## src/design/pin_change_consts.svh

```systemverilog
/*
  Offsets, field positions, masks and reset values of the pin change
  interrupt block. Assumes an 8-bit register port with a 3-bit address.
*/
`ifndef PIN_CHANGE_CONSTS_SVH
`define PIN_CHANGE_CONSTS_SVH

// Register offsets on the plain register port.
`define OFS_IRQ_ENABLE    3'h0
`define OFS_IRQ_REQUEST   3'h1
`define OFS_A_RISE        3'h2
`define OFS_A_FALL        3'h3
`define OFS_A_FLAGS       3'h4
`define OFS_B_RISE        3'h5
`define OFS_B_FALL        3'h6
`define OFS_B_FLAGS       3'h7

// Field positions in the two peripheral interrupt registers.
`define MASTER_EN_BIT     4
`define SUMMARY_FLAG_BIT  4

// Implemented bits per port and the pins lost to the debugger.
`define PORT_A_MASK       8'hFF
`define PORT_B_MASK       8'hF0
`define DEBUG_PIN_MASK    8'h03

// Reset value of every register.
`define REG_RESET         8'h00

`endif

```

## src/design/pin_change_pkg.sv

```systemverilog
/*
  Types shared by the pin change interrupt block.
  Assumes the constants header is compiled alongside.
*/
package pin_change_pkg;

   // One register port request, sampled on a rising clock edge.
   typedef struct packed
   {
      logic [2:0] addr;
      logic [7:0] wdata;
      logic       wr;
      logic       rd;
   } reg_req_t;

   // Enable and flag state of one port.
   typedef struct packed
   {
      logic [7:0] rise;
      logic [7:0] fall;
      logic [7:0] flags;
   } port_state_t;

endpackage

```

## src/design/pin_edge_change_interrupt.sv

```systemverilog
/*
  Per-pin rising and falling edge detection for two input ports, with
  sticky per-pin flags, a summary flag, a master enable, an interrupt
  request and a wake-up request.
  Assumes pin inputs are already synchronous to clock, a register port
  whose read data appear one cycle after the read strobe, and
  strobes that are never high together.
*/
`include "pin_change_consts.svh"

// Summary of operation
// - Interrupt only while master enable is set
// - Flags still set while master enable clear
// - Each pin has rise and fall detectors
// - Rise detection armed by rise-enable bit
// - Fall detection armed by fall-enable bit
// - Both enables detect both polarities
// - No enables means no flag setting
// - Enabled edge sets that pin's flag
// - Summary flag is OR of all flags
// - Writing zero clears a flag
// - Edge during write keeps flag set
// - Change event wakes from Sleep if enabled
// - Port A registers eight bits, reset zero
// - Flags hardware set, software read/write, reset zero
// - Debugger takes port A bits 1 and 0
// - Port B rise enable bits 7-4 only
// - Port B fall and flags bits 7-4 only
module pin_edge_change_interrupt
(
   // Clock and reset.
   input  wire logic                      clock,
   input  wire logic                      rst_n,
   // Register port.
   input  wire pin_change_pkg::reg_req_t  reg_req,
   output logic      [7:0]                reg_rdata,
   // Port pins and debugger state.
   input  wire logic [7:0]                port_a_pin,
   input  wire logic [7:0]                port_b_pin,
   input  wire logic                      debug_enable,
   // Requests to the interrupt and power logic.
   output logic                           irq_out,
   output logic                           change_irq_summary_flag,
   output logic                           wake_req
);

   ////////////////////////////////////////////////////////////////////
   // Edge decision for one port: a pin is hit when its new sample
   // differs from the previous one in an armed direction.
   function automatic logic [7:0] edge_hit
   (
      input logic [7:0] cur,
      input logic [7:0] prev,
      input logic [7:0] rise,
      input logic [7:0] fall,
      input logic [7:0] mask
   );
      edge_hit = ((cur & ~prev & rise) | (~cur & prev & fall)) & mask;
   endfunction

   // Next flag value: a write replaces the stored flags, but any
   // edge seen in the same cycle is ORed in afterwards and wins.
   function automatic logic [7:0] flag_next
   (
      input logic [7:0] cur,
      input logic       wr,
      input logic [7:0] wdata,
      input logic [7:0] set,
      input logic [7:0] mask
   );
      flag_next = ((wr ? wdata : cur) | set) & mask;
   endfunction

   ////////////////////////////////////////////////////////////////////
   // State.
   pin_change_pkg::port_state_t a_r;
   pin_change_pkg::port_state_t b_r;
   logic                        master_en_r;
   logic [7:0]                  prev_a_r;
   logic [7:0]                  prev_b_r;
   logic                        primed_r;
   logic [7:0]                  rdata_r;
   logic                        summary_r;
   logic                        irq_r;
   logic                        wake_r;

   ////////////////////////////////////////////////////////////////////
   // Address decode of the register port.
   wire wr_en     = reg_req.wr && reg_req.addr == `OFS_IRQ_ENABLE;
   wire wr_a_rise = reg_req.wr && reg_req.addr == `OFS_A_RISE;
   wire wr_a_fall = reg_req.wr && reg_req.addr == `OFS_A_FALL;
   wire wr_a_flag = reg_req.wr && reg_req.addr == `OFS_A_FLAGS;
   wire wr_b_rise = reg_req.wr && reg_req.addr == `OFS_B_RISE;
   wire wr_b_fall = reg_req.wr && reg_req.addr == `OFS_B_FALL;
   wire wr_b_flag = reg_req.wr && reg_req.addr == `OFS_B_FLAGS;

   // While debug_enable is set the debugger owns two port A pins, so they do not detect.
   // Their enable and flag bits stay readable and writable meanwhile.
   wire [7:0] a_mask = debug_enable ? (`PORT_A_MASK & ~`DEBUG_PIN_MASK)
                                    : `PORT_A_MASK;

   // Detection is held off for the first cycle after reset, because
   // the previous sample is not yet a real pin value then.
   wire [7:0] set_a = primed_r ? edge_hit(port_a_pin, prev_a_r,
                                          a_r.rise, a_r.fall, a_mask)
                               : 8'h00;
   wire [7:0] set_b = primed_r ? edge_hit(port_b_pin, prev_b_r,
                                          b_r.rise, b_r.fall,
                                          `PORT_B_MASK)
                               : 8'h00;

   // Next values of the stored registers.
   wire       en_nxt     = wr_en ? reg_req.wdata[`MASTER_EN_BIT]
                                 : master_en_r;
   wire [7:0] a_rise_nxt = wr_a_rise ? reg_req.wdata : a_r.rise;
   wire [7:0] a_fall_nxt = wr_a_fall ? reg_req.wdata : a_r.fall;
   wire [7:0] b_rise_nxt = wr_b_rise ? reg_req.wdata & `PORT_B_MASK
                                     : b_r.rise;
   wire [7:0] b_fall_nxt = wr_b_fall ? reg_req.wdata & `PORT_B_MASK
                                     : b_r.fall;
   wire [7:0] a_flag_nxt = flag_next(a_r.flags, wr_a_flag,
                                     reg_req.wdata, set_a,
                                     `PORT_A_MASK);
   wire [7:0] b_flag_nxt = flag_next(b_r.flags, wr_b_flag,
                                     reg_req.wdata, set_b,
                                     `PORT_B_MASK);

   // The summary follows the flags whatever the master enable says.
   wire summary_nxt = |{a_flag_nxt, b_flag_nxt};
   wire irq_nxt     = summary_nxt && en_nxt;
   // Wake-up uses the stored enable, so an enable written in the cycle
   // of an edge raises the request but not the wake-up for that edge.
   wire wake_nxt    = |{set_a, set_b} && master_en_r;

   // Read multiplexer; unmapped bits read as zero.
   wire [7:0] en_view  = 8'h00 | ({7'h00, master_en_r}
                                  << `MASTER_EN_BIT);
   wire [7:0] req_view = 8'h00 | ({7'h00, summary_r}
                                  << `SUMMARY_FLAG_BIT);
   logic [7:0] rd_mux;
   always_comb
   begin
      case (reg_req.addr)
         `OFS_IRQ_ENABLE:  rd_mux = en_view;
         `OFS_IRQ_REQUEST: rd_mux = req_view;
         `OFS_A_RISE:      rd_mux = a_r.rise;
         `OFS_A_FALL:      rd_mux = a_r.fall;
         `OFS_A_FLAGS:     rd_mux = a_r.flags;
         `OFS_B_RISE:      rd_mux = b_r.rise;
         `OFS_B_FALL:      rd_mux = b_r.fall;
         `OFS_B_FLAGS:     rd_mux = b_r.flags;
         default:          rd_mux = 8'h00;
      endcase
   end

   ////////////////////////////////////////////////////////////////////
   // Enable and flag registers; every one clears at reset.
   always_ff @(posedge clock or negedge rst_n)
   begin
      if (!rst_n)
      begin
         a_r         <= {3{`REG_RESET}};
         b_r         <= {3{`REG_RESET}};
         master_en_r <= 1'b0;
      end
      else
      begin
         a_r         <= {a_rise_nxt, a_fall_nxt, a_flag_nxt};
         b_r         <= {b_rise_nxt, b_fall_nxt, b_flag_nxt};
         master_en_r <= en_nxt;
      end
   end

   // Previous pin samples for edge detection.
   // A pin already high when reset lifts is not taken as a rising edge.
   always_ff @(posedge clock or negedge rst_n)
   begin
      if (!rst_n)
      begin
         prev_a_r <= 8'h00;
         prev_b_r <= 8'h00;
         primed_r <= 1'b0;
      end
      else
      begin
         prev_a_r <= port_a_pin;
         prev_b_r <= port_b_pin;
         primed_r <= 1'b1;
      end
   end

   // Registered outputs, aligned with the stored flags.
   // Idle read data are zero, so several slaves may share an OR bus.
   always_ff @(posedge clock or negedge rst_n)
   begin
      if (!rst_n)
      begin
         rdata_r   <= 8'h00;
         summary_r <= 1'b0;
         irq_r     <= 1'b0;
         wake_r    <= 1'b0;
      end
      else
      begin
         rdata_r   <= reg_req.rd ? rd_mux : 8'h00;
         summary_r <= summary_nxt;
         irq_r     <= irq_nxt;
         wake_r    <= wake_nxt;
      end
   end

   assign reg_rdata               = rdata_r;
   assign change_irq_summary_flag = summary_r;
   assign irq_out                 = irq_r;
   assign wake_req                = wake_r;
endmodule

```

## config.mk

```make
export PLATFORM = sky130hd
export DESIGN_NAME = pin_edge_change_interrupt
export DESIGN_NICKNAME = d
export VERILOG_FILES = /design/src/design/pin_change_pkg.sv /design/src/design/pin_edge_change_interrupt.sv
export VERILOG_INCLUDE_DIRS = /design/src /design/src/design
export SDC_FILE = /design/constraint.sdc
export NUM_CORES = 1
export LEC_CHECK = 0
export BUFFER_PORTS_ARGS = -buffer_cell sky130_fd_sc_hd__buf_2
export CAP_MARGIN = 25
export CORE_ASPECT_RATIO = 0.9
export CORE_MARGIN = 4
export CORE_UTILIZATION = 50
export CTS_CLUSTER_DIAMETER = 200
export CTS_CLUSTER_SIZE = 24
export DETAILED_ROUTE_END_ITERATION = 10
export PLACE_DENSITY = 0.71
export SYNTH_ARGS = -nofsm -noshare
export SYNTH_HDL_FRONTEND = slang
export SYNTH_SLANG_ARGS = --single-unit
```

## constraint.sdc

```tcl
create_clock -name clock -period 5.55 [get_ports clock]
set_clock_uncertainty 0.15 [all_clocks]
set_input_delay 0.555 -clock clock [delete_from_list [all_inputs] [get_ports clock]]
set_output_delay 0.555 -clock clock [all_outputs]
set_load 0.02 [all_outputs]
```

==> After elaboration in Yosys (flattened, before gate mapping) <==
Cells that the tools add are included.
W data, S select, Z words.
{ "word_totals": {"register_bits": 65, "out_inout_bits": 11, "in_bits": 32} }
{ "classes": {"n_mux": 8, "n_bitwise": 17, "reduce_logical": 12, "n_eq_ne": 7} }
{ "ops": {"columns": ["cell", "n"], "rows": [
  ["$and A8 B8 Y8", 9],
  ["$pmux W8 S8", 1],
  ["$mux W8", 5],
  ["$not A8 Y8", 4],
  ["$or A8 B8 Y8", 4],
  ["$reduce_or A16 Y1", 1],
  ["$eq A3 B3 Y1 const B", 4],
  ["$reduce_or A12 Y1", 1],
  ["$logic_and A1 B1 Y1", 9],
  ["$eq A3 B2 Y1 const B", 2],
  ["$eq A3 B1 Y1 const B", 1],
  ["$logic_not A3 Y1", 1],
  ["$mux W2", 1],
  ["$mux W1", 1]
]} }

==> Logic depth before layout (Yosys ltp) <==
Gate-level depths: netlist of run 1.
{ "depth": {"depth_word": 9, "mapped_depth": 7, "ltp_nobuf": 5} }

==> Least setup slack after synthesis of run 1 <==
Ideal clock, no wire load.
{ "synth_timing": {"path_kind": "input to register", "from": "input reg_req[10] in the netlist's numbering", "to": "register summary_r (netlist: change_irq_summary_flag)", "required_ps": 5261, "stages": 6, "arrival_ps": 1811, "setup_time_ps": 139, "setup_slack_ps": 3450, "cell_sequence": "buf_2 > and4bb_1 > buf_6 > mux2i_2 > o21ai_2 > or4_1"} }
{ "synth_between": {"elab_chain_cells": 5, "elab_cells_between_ends": 9, "classes_between": "2 x eq/ne; 2 x mux; 2 x bitwise; 3 x reduce/logical"} }
{ "synth_lines": {"columns": ["element", "line", "source"], "rows": [
  ["from (decl)", "pin_edge_change_interrupt.sv:35", "input wire pin_change_pkg::reg_req_t reg_req,"],
  ["$eq A3 B3 Y1", null, null],
  ["$logic_and A1 B1 Y1 (no source line)", null, null],
  ["$mux W8", "pin_edge_change_interrupt.sv:71", "flag_next = ((wr ? wdata : cur) | set) & mask;"],
  ["$or A8 B8 Y8", "pin_edge_change_interrupt.sv:71", null],
  ["$reduce_or A12 Y1 *", "pin_edge_change_interrupt.sv:129", "wire summary_nxt = |{a_flag_nxt, b_flag_nxt};"],
  ["net summary_nxt", "pin_edge_change_interrupt.sv:129", null],
  ["to (signal assigned)", "pin_edge_change_interrupt.sv:206", "summary_r <= summary_nxt;"],
  ["to (decl)", "pin_edge_change_interrupt.sv:83", "logic summary_r;"]
]} }
Mark *: on every way through the listed nets, which the timed path passes. The rest lies on a longest branch.
A chain may end at the register's enable or synchronous reset.

==> Worst setup path in the final report of run 1 <==
{ "layout_timing": {"from": "input reg_req[12] in the netlist's numbering", "to": "register summary_r (netlist: change_irq_summary_flag)"} }
Same word-level chain as after synthesis.

==> impl_metrics.toml, run 1 <==
[run_status]
status = "completed"

[power]
p_sw_frac = 0.2820
powerDensity_nw_per_um2 = 360.3
internal_power_uw = 851.3
p_comb_frac = 0.169
ir_worst_vdd_v = 0.0002014
leakagePower_uw = 0.001438
power_frac_clock = 0.346
p_total_uw = 1186
power_frac_seq = 0.486
power.switching_uw = 334.4

[min_path]
hold_class = "input pin to flip-flop"

[drt]
drc_errors = 0
via_per_inst = 5.946
num_vias = 2087
first_iter_violations = 153
drtPass1Iterations = 4
ant_nets = 0
wl_um = 6416
wire_per_inst_um = 18.28

[logic_synthesis]
synthFlopType = "dfrtp_1"
ys_seq_area_frac = 0.5309
syn-num-nets = 274
yosysWarningCount = 0
synth.avg_cell_area_um2 = 11.88
synth-seq-cells = 61
synth.distinct_cells = 44
synth_edf_count = 0
netlist_area_um2 = 2875
synth_cells = 242
ys_async_sr_fraction = 1.000

[cts]
clk_latency_ns = 0.34
cts_resized = 0
clk_path_buf_depth = 2
cts_sinks = 61
cts_buffers = 9
cts-root-buf = "clkbuf_8"
post_cts_buffers = 0
h-tree-depth = 3
clk_pin_slew_ns = 0.07
cts_tree = "built"
holdBufCountCts = 0

[critical_path]
crit_path_end_kind = "flip-flop"
cp.arrival_ns = 2.52
cp-endpoint = "change_irq_summary_flag"
r2r_end = "change_irq_summary_flag"
critPathLaunch = "reg_req[12]"
r2r-start = "primed_r"
crit_path_start_kind = "input pin"
worst-setup-path-type = "input pin to flip-flop"
cp.required_ns = 5.62
ff2ff_path_depth = 5
path_max_fanout = 22
reg2reg_slack_ns = 3.15

[place]
gp_congestion = 0.7959
place_inst = 335
place_hpwl_um = 4446
dpl_cell_area_um2 = 3080
post-place-ws_ns = 2.787
port_buffers = 38

[timing]
fin_crit_sh = 0.4415
fin_ws_ns = 3.100
finalSetupViolCount = 0
fmax_mhz = 408.1
rsz0062_at_grt = "false"
finalHoldViolations = 0
slew_viol_final = 0
final.setup.tns_ns = 0
worst_pin_slew_ns = 0.8803
period_needed_ns = 2.450
slew_headroom = 0.4052

[global_route]
grt_pass1_vias = 2141
grt_max_degree = 62
grt_usage = 0.2066
grt-ovfl-total = 0
antenna_found_initial = 0
grt_pass1_wl_um = 10790

[layout]
final_area_um2 = 3291
drive_above_1_share = 0.3204
instances_no_fill = 351
final_common_cell = "dfrtp_1"
antenna_cells = 0
syn_to_final_growth_pct = 14.45
final_nets = 311
mostFrequentLayoutCells = "dfrtp_1 (61), buf_2 (38), mux2_2 (29), nand2_1 (18), nor2b_1 (16)"

[die]
start_util = 0.5313
coreArea_um2 = 5411
die_w_um = 87.94
rows = 25
die_h_um = 79.94
die-area_um2 = 7030
num_io_pins = 43

[run]
drv_cap = 0
-- cell type report --
type	count	area (µm²)
Inverter	1	3.754
Clock inverter	5	58.81
Sequential cell	61	1526
Tap cell	67	83.83
Fill cell	464	2121
Clock buffer	11	151.4
Timing Repair Buffer	40	205.2
Multi-Input combinational cell	166	1261
-- power by group through the flow --
stage / clock [µW] / combinational [µW] / sequential, µW
floorplan: 0 / 135 / 574
global placement: 0 / 196 / 580
detailed placement: 0 / 200 / 584
CTS: 420 / 202 / 575
global route: 441 / 225 / 586
finish: 410 / 200 / 576
-- metal layers --
metal  GRT usage  share of wire
met5           0              0
met3     0.07018          0.070
met1      0.2839           0.45
met2      0.3042           0.46
met4     0.07055          0.016
-- flip-flops by register name, indices dropped and copies added, names as in the netlist --
name	count
reg_rdata	8
change_irq_summary_flag	1
master_en_r	1
irq_out	1
prev_b_r	4
prev_a_r	8
b_r	12
wake_req	1
primed_r	1
a_r	24
-- critical path, stage by stage --
cell	delay [ns]
buf_2	0.33
and4bb_1	0.68
mux2i_2	0.35
o21ai_2	0.10
or4_1	0.48
-- cells in the mapped netlist (3+ instances only) --
master	n	area, µm²
nor2_1	8	30.03
buf_2	7	35.03
nor2b_1	16	100.1
a21oi_1	12	60.06
mux2_2	29	326.6
nand3b_1	9	67.56
dfrtp_1	61	1526
mux2i_1	7	70.07
a22oi_1	7	52.55
nand4b_1	14	122.6
a31oi_1	3	18.77
a211o_1	3	26.28
clkbuf_1	3	11.26
buf_6	3	33.78
o21ai_0	4	20.02
nand2_1	18	67.56
nand3_1	7	35.03
-- worst min-delay path by stage --
| stage | slack, ns | startpoint | to | cells past startpoint |
|---|---|---|---|---|
| after floorplan | 0.11 | rst_n | a_r[0] | 0 |
| after global placement | 0.36 | b_r[7] | b_r[7] | 2 |
| after detailed placement | 0.37 | a_r[20] | a_r[20] | 1 |
| after CTS | 0.17 | port_a_pin[4] | prev_a_r[4] | 1 |
| final | 0.19 | port_a_pin[4] | prev_a_r[4] | 1 |
| after global routing | 0.17 | port_a_pin[5] | prev_a_r[5] | 1 |
-- logic make-up (layout without fill, tap and decap cells) --
family | after synthesis | count (layout) | synth area share
AND/OR/NAND/NOR | 87 | 87 | 0.1910
flip-flops | 61 | 61 | 0.5309
AO/OA/AOI/OAI | 40 | 40 | 0.09574
multiplexers | 38 | 38 | 0.1506
buffers and inverters | 15 | 57 | 0.03046
other | 1 | 1 | 0.001304
-- through the flow --
step / hold WS (ns) / utilization
2_1_floorplan: 0.1094 / -
3_3_place_gp: 0.3628 / 0.5692
3_5_place_dp: 0.3661 / 0.5692
4_1_cts: 0.1702 / 0.6081
5_1_grt: 0.1669 / 0.6081
6_report: 0.1851 / 0.6081
(Power assumes the default switching activity.)
==> inputs of run 2 (changes only) <==
Clock period 5.55 ns to 2.36 ns, I/O delays scaled along.
==> run 2 against run 1 <==
Power up 120%. Highest routed layer unchanged. Via count is 3.7% higher. Cell count rose by 6.3%. Register-to-register slack got worse by 3.0 ns. Critical endpoint unchanged. Setup slack lost 3.0 ns. Non-clock buffer count increased by 24.
==> impl_metrics.toml, run 2 (synthesis gave the netlist of run 1 again) <==
[global_route]
grt-busiest-layer = "met2"
use_met3 = 0.06502
antenna_found_initial = 0
gr-usage-met1 = 0.2884
grt-ovfl-total = 0
grt_pass1_wl_um = 11310
grt_pass1_vias = 2256
grt_usage = 0.2164
grt_max_degree = 27
gr-usage-met2 = 0.3306

[cts]
holdBufCountCts = 13
clk_pin_slew_ns = 0.06
cts_sinks = 61
cts_resized = 0
clk_path_buf_depth = 2
cts_buffers = 9
post_cts_buffers = 0
h-tree-depth = 3
cts-root-buf = "clkbuf_8"
clk_latency_ns = 0.32
cts_tree = "built"

[layout]
top_regs = "a_r: 24 flops, b_r: 12 flops"
final_common_cell = "dfrtp_1"
top_register = "a_r"
antenna_cells = 0
mostFrequentLayoutCells = "dfrtp_1 (61), buf_2 (38), mux2_2 (29), nand2_1 (18), nor2b_1 (16)"
largest_register_ffs = 24
syn_to_final_growth_pct = 20.28
n_fill_cell = 441
utilization = 0.6391
drive_above_1_share = 0.3235
final_nets = 335

[power]
power.switching_uw = 737.1
leakagePower_uw = 0.001532
power_frac_clock = 0.297
ir_worst_vdd_v = 0.0006113
powerDensity_nw_per_um2 = 764.3
p_comb_frac = 0.190
p_sw_frac = 0.2789
power_frac_seq = 0.512
internal_power_uw = 1906

[critical_path]
crit_cells = 5
r2r_end = "change_irq_summary_flag"
worst-setup-path-type = "flip-flop to flip-flop"
path_max_fanout = 12
path_buf_inv = 0
critPathTopFamily = "simple AND/OR/NAND/NOR gates"
cpPeakStageDelay_ns = 0.53
crit_path_cell_trace = "nand4b_1, nand2_1, nor4_1, nand4_1, or4_1"
reg2reg_slack_ns = 0.12
ff2ff_path_depth = 5
cp.required_ns = 2.40
cp.arrival_ns = 2.28
r2r-start = "primed_r"
crit_path_start_kind = "flip-flop"
cp_slowest_cell = "dfrtp_1"
crit_path_end_kind = "flip-flop"

[timing]
fmax_mhz = 446.3
finalHoldViolations = 0
slew_viol_final = 0
fin_crit_sh = 0.9495
rsz0062_at_grt = "false"
final.setup.tns_ns = 0
period_needed_ns = 2.241
fin_ws_ns = 0.1191
worst_pin_slew_ns = 0.6269
finalSetupViolCount = 0
slew_headroom = 0.5821

[run_status]
status = "completed"

[drt]
ant_nets = 0
drtPass1Iterations = 4
num_vias = 2165
drc_errors = 0
wl_um = 6705
first_iter_violations = 100
wire_per_inst_um = 17.98
via_per_inst = 5.804

[die]
start_util = 0.5313
die-area_um2 = 7030
coreArea_um2 = 5411
num_io_pins = 43
rows = 25
die_h_um = 79.94
die_w_um = 87.94

[place]
gp_congestion = 0.8092
place_hpwl_um = 4821
post-place-ws_ns = 0.1633
port_buffers = 38

[run]
drv_cap = 0

[min_path]
holdPathEnd = "a_r[0]"
min_path_cells = 2
hold_start = "reg_req[2]"
hold_class = "input pin to flip-flop"
-- run 2: changes by cell type in the layout (fill, tap and decap cells not counted) --
| cell | before | now |
|---|---|---|
| clkinv_4 | 1 | 0 |
| buf_4 | 2 | 13 |
| clkinvlp_4 | 2 | 0 |
| clkbuf_1 | 0 | 1 |
| bufinv_16 | 1 | 0 |
| clkinv_2 | 1 | 2 |
| dlygate4sd3_1 | 0 | 13 |
-- run 2: through the flow --
stage / total power, µW / cells / hold slack (ns) / instance area, µm²
floorplan: 1669 / 242 / -0.2096 / 2875
global placement: 1837 / 346 / 0.1418 / 3163
detailed placement: 1860 / 346 / 0.1459 / 3163
CTS: 2669 / 373 / 0.008827 / 3458
global route: 2807 / 373 / 0.02420 / 3458
finish: 2643 / 373 / 0.02490 / 3458
-- run 2: how the worst max path moves through the flow --
stage	startpoint	end	slack [ns]
6_report	primed_r	change_irq_summary_flag	0.12
3_5_place_dp	primed_r	change_irq_summary_flag	0.16
4_1_cts	primed_r	change_irq_summary_flag	0.15
2_1_floorplan	a_r[6]	change_irq_summary_flag	0.50
5_1_grt	primed_r	change_irq_summary_flag	0.004
3_3_place_gp	primed_r	change_irq_summary_flag	0.19
-- run 2: routing by layer --
layer  vias to the layer above  part of all wire
li1                       1027                 -
met1                      1058              0.45
met3                         8             0.058
met2                        72              0.48
met4                         0             0.013
met5                         -                 0
-- run 2: area by class of cell --
cell class,instances,area [µm²],area share
flip-flops and latches,61,1526,0.4414
clock buffers,12,155.1,0.04486
inverters,1,3.754,0.001085
multi-input cells,166,1261,0.3647
repair buffers,64,417.9,0.1208
well taps,67,83.83,0.02424
clock inverters,2,10.01,0.002894
-- run 2: worst reg2reg max path: cells and delay by family (launching register included) --
family           cells  cell delay [ns]
and+or+nand+nor      5             1.42
DFF                  1             0.53
-- run 2: power groups by stage --
stage | clock network, µW | registers, µW | logic (µW)
detailed placement | 0 | 1370 | 488
CTS | 808 | 1350 | 507
global placement | 0 | 1360 | 474
global route | 867 | 1380 | 563
finish | 786 | 1350 | 502
floorplan | 0 | 1350 | 318
==> inputs of run 3 (changes only) <==
Settings changed: CELL_PAD_IN_SITES_DETAIL_PLACEMENT set to 1, CELL_PAD_IN_SITES_GLOBAL_PLACEMENT set to 1, CORE_UTILIZATION 50 to 45, CTS_CLUSTER_DIAMETER 200 to 40, PLACE_DENSITY 0.71 to not set, PLACE_DENSITY_LB_ADDON set to 0.1, SETUP_SLACK_MARGIN set to 0.4.
==> run 3 against run 2 <==
Design area grew 2.9%. Setup slack gained 0.19 ns. Clock-buffer cell count unchanged. Highest routed layer unchanged. Worst hold slack got worse by 0.0053 ns. Flip-flop and latch count is the same.
==> impl_metrics.toml, run 3 (synthesis gave the netlist of run 1 again) <==
[die]
start_util = 0.4676
coreArea_um2 = 6148
rows = 27
die-area_um2 = 7734
die_w_um = 92.26
num_io_pins = 43
die_h_um = 83.83

[power]
powerDensity_nw_per_um2 = 760.5
ir_worst_vdd_v = 0.0004578
internal_power_uw = 1937
p_sw_frac = 0.2844
power_frac_clock = 0.293
power_frac_seq = 0.502
p_comb_frac = 0.204
leakagePower_uw = 0.001570
p_total_uw = 2706
power.switching_uw = 769.7

[drt]
drtPass1Iterations = 4
num_vias = 2214
wire_per_inst_um = 19.17
wl_um = 7669
via_per_inst = 5.535
ant_nets = 0
first_iter_violations = 111
drc_errors = 0

[layout]
mostFrequentLayoutCells = "dfrtp_1 (60), buf_2 (38), mux2_2 (29), nand2_1 (18), buf_4 (18)"
drive_above_1_share = 0.3514
syn_to_final_growth_pct = 23.76
antenna_cells = 0
final_common_cell = "dfrtp_1"
top_regs = "a_r: 24 flops, b_r: 12 flops"
top_register = "a_r"
n_fill_cell = 669
final_area_um2 = 3558
final_nets = 342
largest_register_ffs = 24

[place]
port_buffers = 38
post-place-ws_ns = 0.1082
place_hpwl_um = 5383
gp_congestion = 0.8647
dpl_cell_area_um2 = 3218

[critical_path]
crit_path_cell_trace = "buf_6, nand4b_1, nand2_1, nor4_2, buf_4, nand4_1, or4_1"
crit_path_start_kind = "flip-flop"
crit_cells = 7
cp_slowest_cell = "dfrtp_2"
worst-setup-path-type = "flip-flop to flip-flop"
crit_path_end_kind = "flip-flop"
cp.arrival_ns = 2.09
ff2ff_path_depth = 7
path_max_fanout = 6
critPathTopFamily = "simple AND/OR/NAND/NOR gates"
cp.required_ns = 2.40
path_buf_inv = 2
cpPeakStageDelay_ns = 0.46

[cts]
clk_pin_slew_ns = 0.06
cts-root-buf = "clkbuf_8"
cts_buffers = 9
h-tree-depth = 3
clk_latency_ns = 0.33
clk_path_buf_depth = 2
cts_tree = "built"
cts_sinks = 61

[global_route]
antenna_found_initial = 0
grt_usage = 0.2079
grt_pass1_wl_um = 12250
grt_max_degree = 24
grt-ovfl-total = 0
grt_pass1_vias = 2282

[timing]
finalHoldViolations = 0
final.setup.tns_ns = 0
fin_crit_sh = 0.8694
finalSetupViolCount = 0
fin_ws_ns = 0.3082
period_needed_ns = 2.052
slew_viol_final = 0
rsz0062_at_grt = "true"
fmax_mhz = 487.4

[run]
drv_cap = 0

[min_path]
min_path_cells = 2
hold_class = "input pin to flip-flop"

[run_status]
status = "completed"
run 3: through the flow:
stage / util / hold slack [ns] / std cells
after floorplan: - / -0.2096 / 242
after global placement: 0.5234 / 0.02011 / 370
after detailed placement: 0.5234 / 0.02494 / 370
after CTS: 0.5765 / 0.008774 / 399
after global routing: 0.5788 / 0.01944 / 400
final: 0.5788 / 0.01957 / 400
run 3: layout make-up:
type,instances,area (µm²),area share
Sequential cell,61,1528,0.4293
Multi-Input combinational cell,166,1275,0.3583
Timing Repair Buffer,71,478.0,0.1343
Clock buffer,12,155.1,0.04360
Tap cell,87,108.9,0.03059
Clock inverter,2,10.01,0.002813
Inverter,1,3.754,0.001055
run 3: layer usage:
layer / wire length, µm / track usage / up-vias
li1: - / - / 1031
met5: 0 / 0 / -
met1: 3693 / 0.2901 / 1120
met2: 3607 / 0.3210 / 53
met3: 270 / 0.05591 / 10
met4: 97 / 0.05398 / 0
run 3: power groups by stage:
stage	Clock (µW)	Combinational (µW)	Sequential, µW
floorplan	0	318	1350
global placement	0	492	1370
detailed placement	0	504	1380
CTS	825	539	1360
global route	874	608	1380
finish	793	553	1360
run 3: repair_timing:
action | 4_1_cts | 5_1_grt
resized for setup | 6 | 2
hold buffers | 13 | 0
buffers inserted | 2 | 1
endpoints found under the setup margin | 2 | 3
hold endpoints to repair | 27 | 0
pin swaps | 3 | 0
run 3: worst paths after layout:
kind,from,endpoint,slack (ns)
max in group asynchronous,rst_n,primed_r,1.19
min in group asynchronous,rst_n,a_r[12],0.22
worst max-delay path,primed_r,change_irq_summary_flag,0.31
worst min register to register,master_en_r,wake_req,0.38
worst max register to register,primed_r,change_irq_summary_flag,0.31
worst min-delay path,reg_req[3],a_r[1],0.02
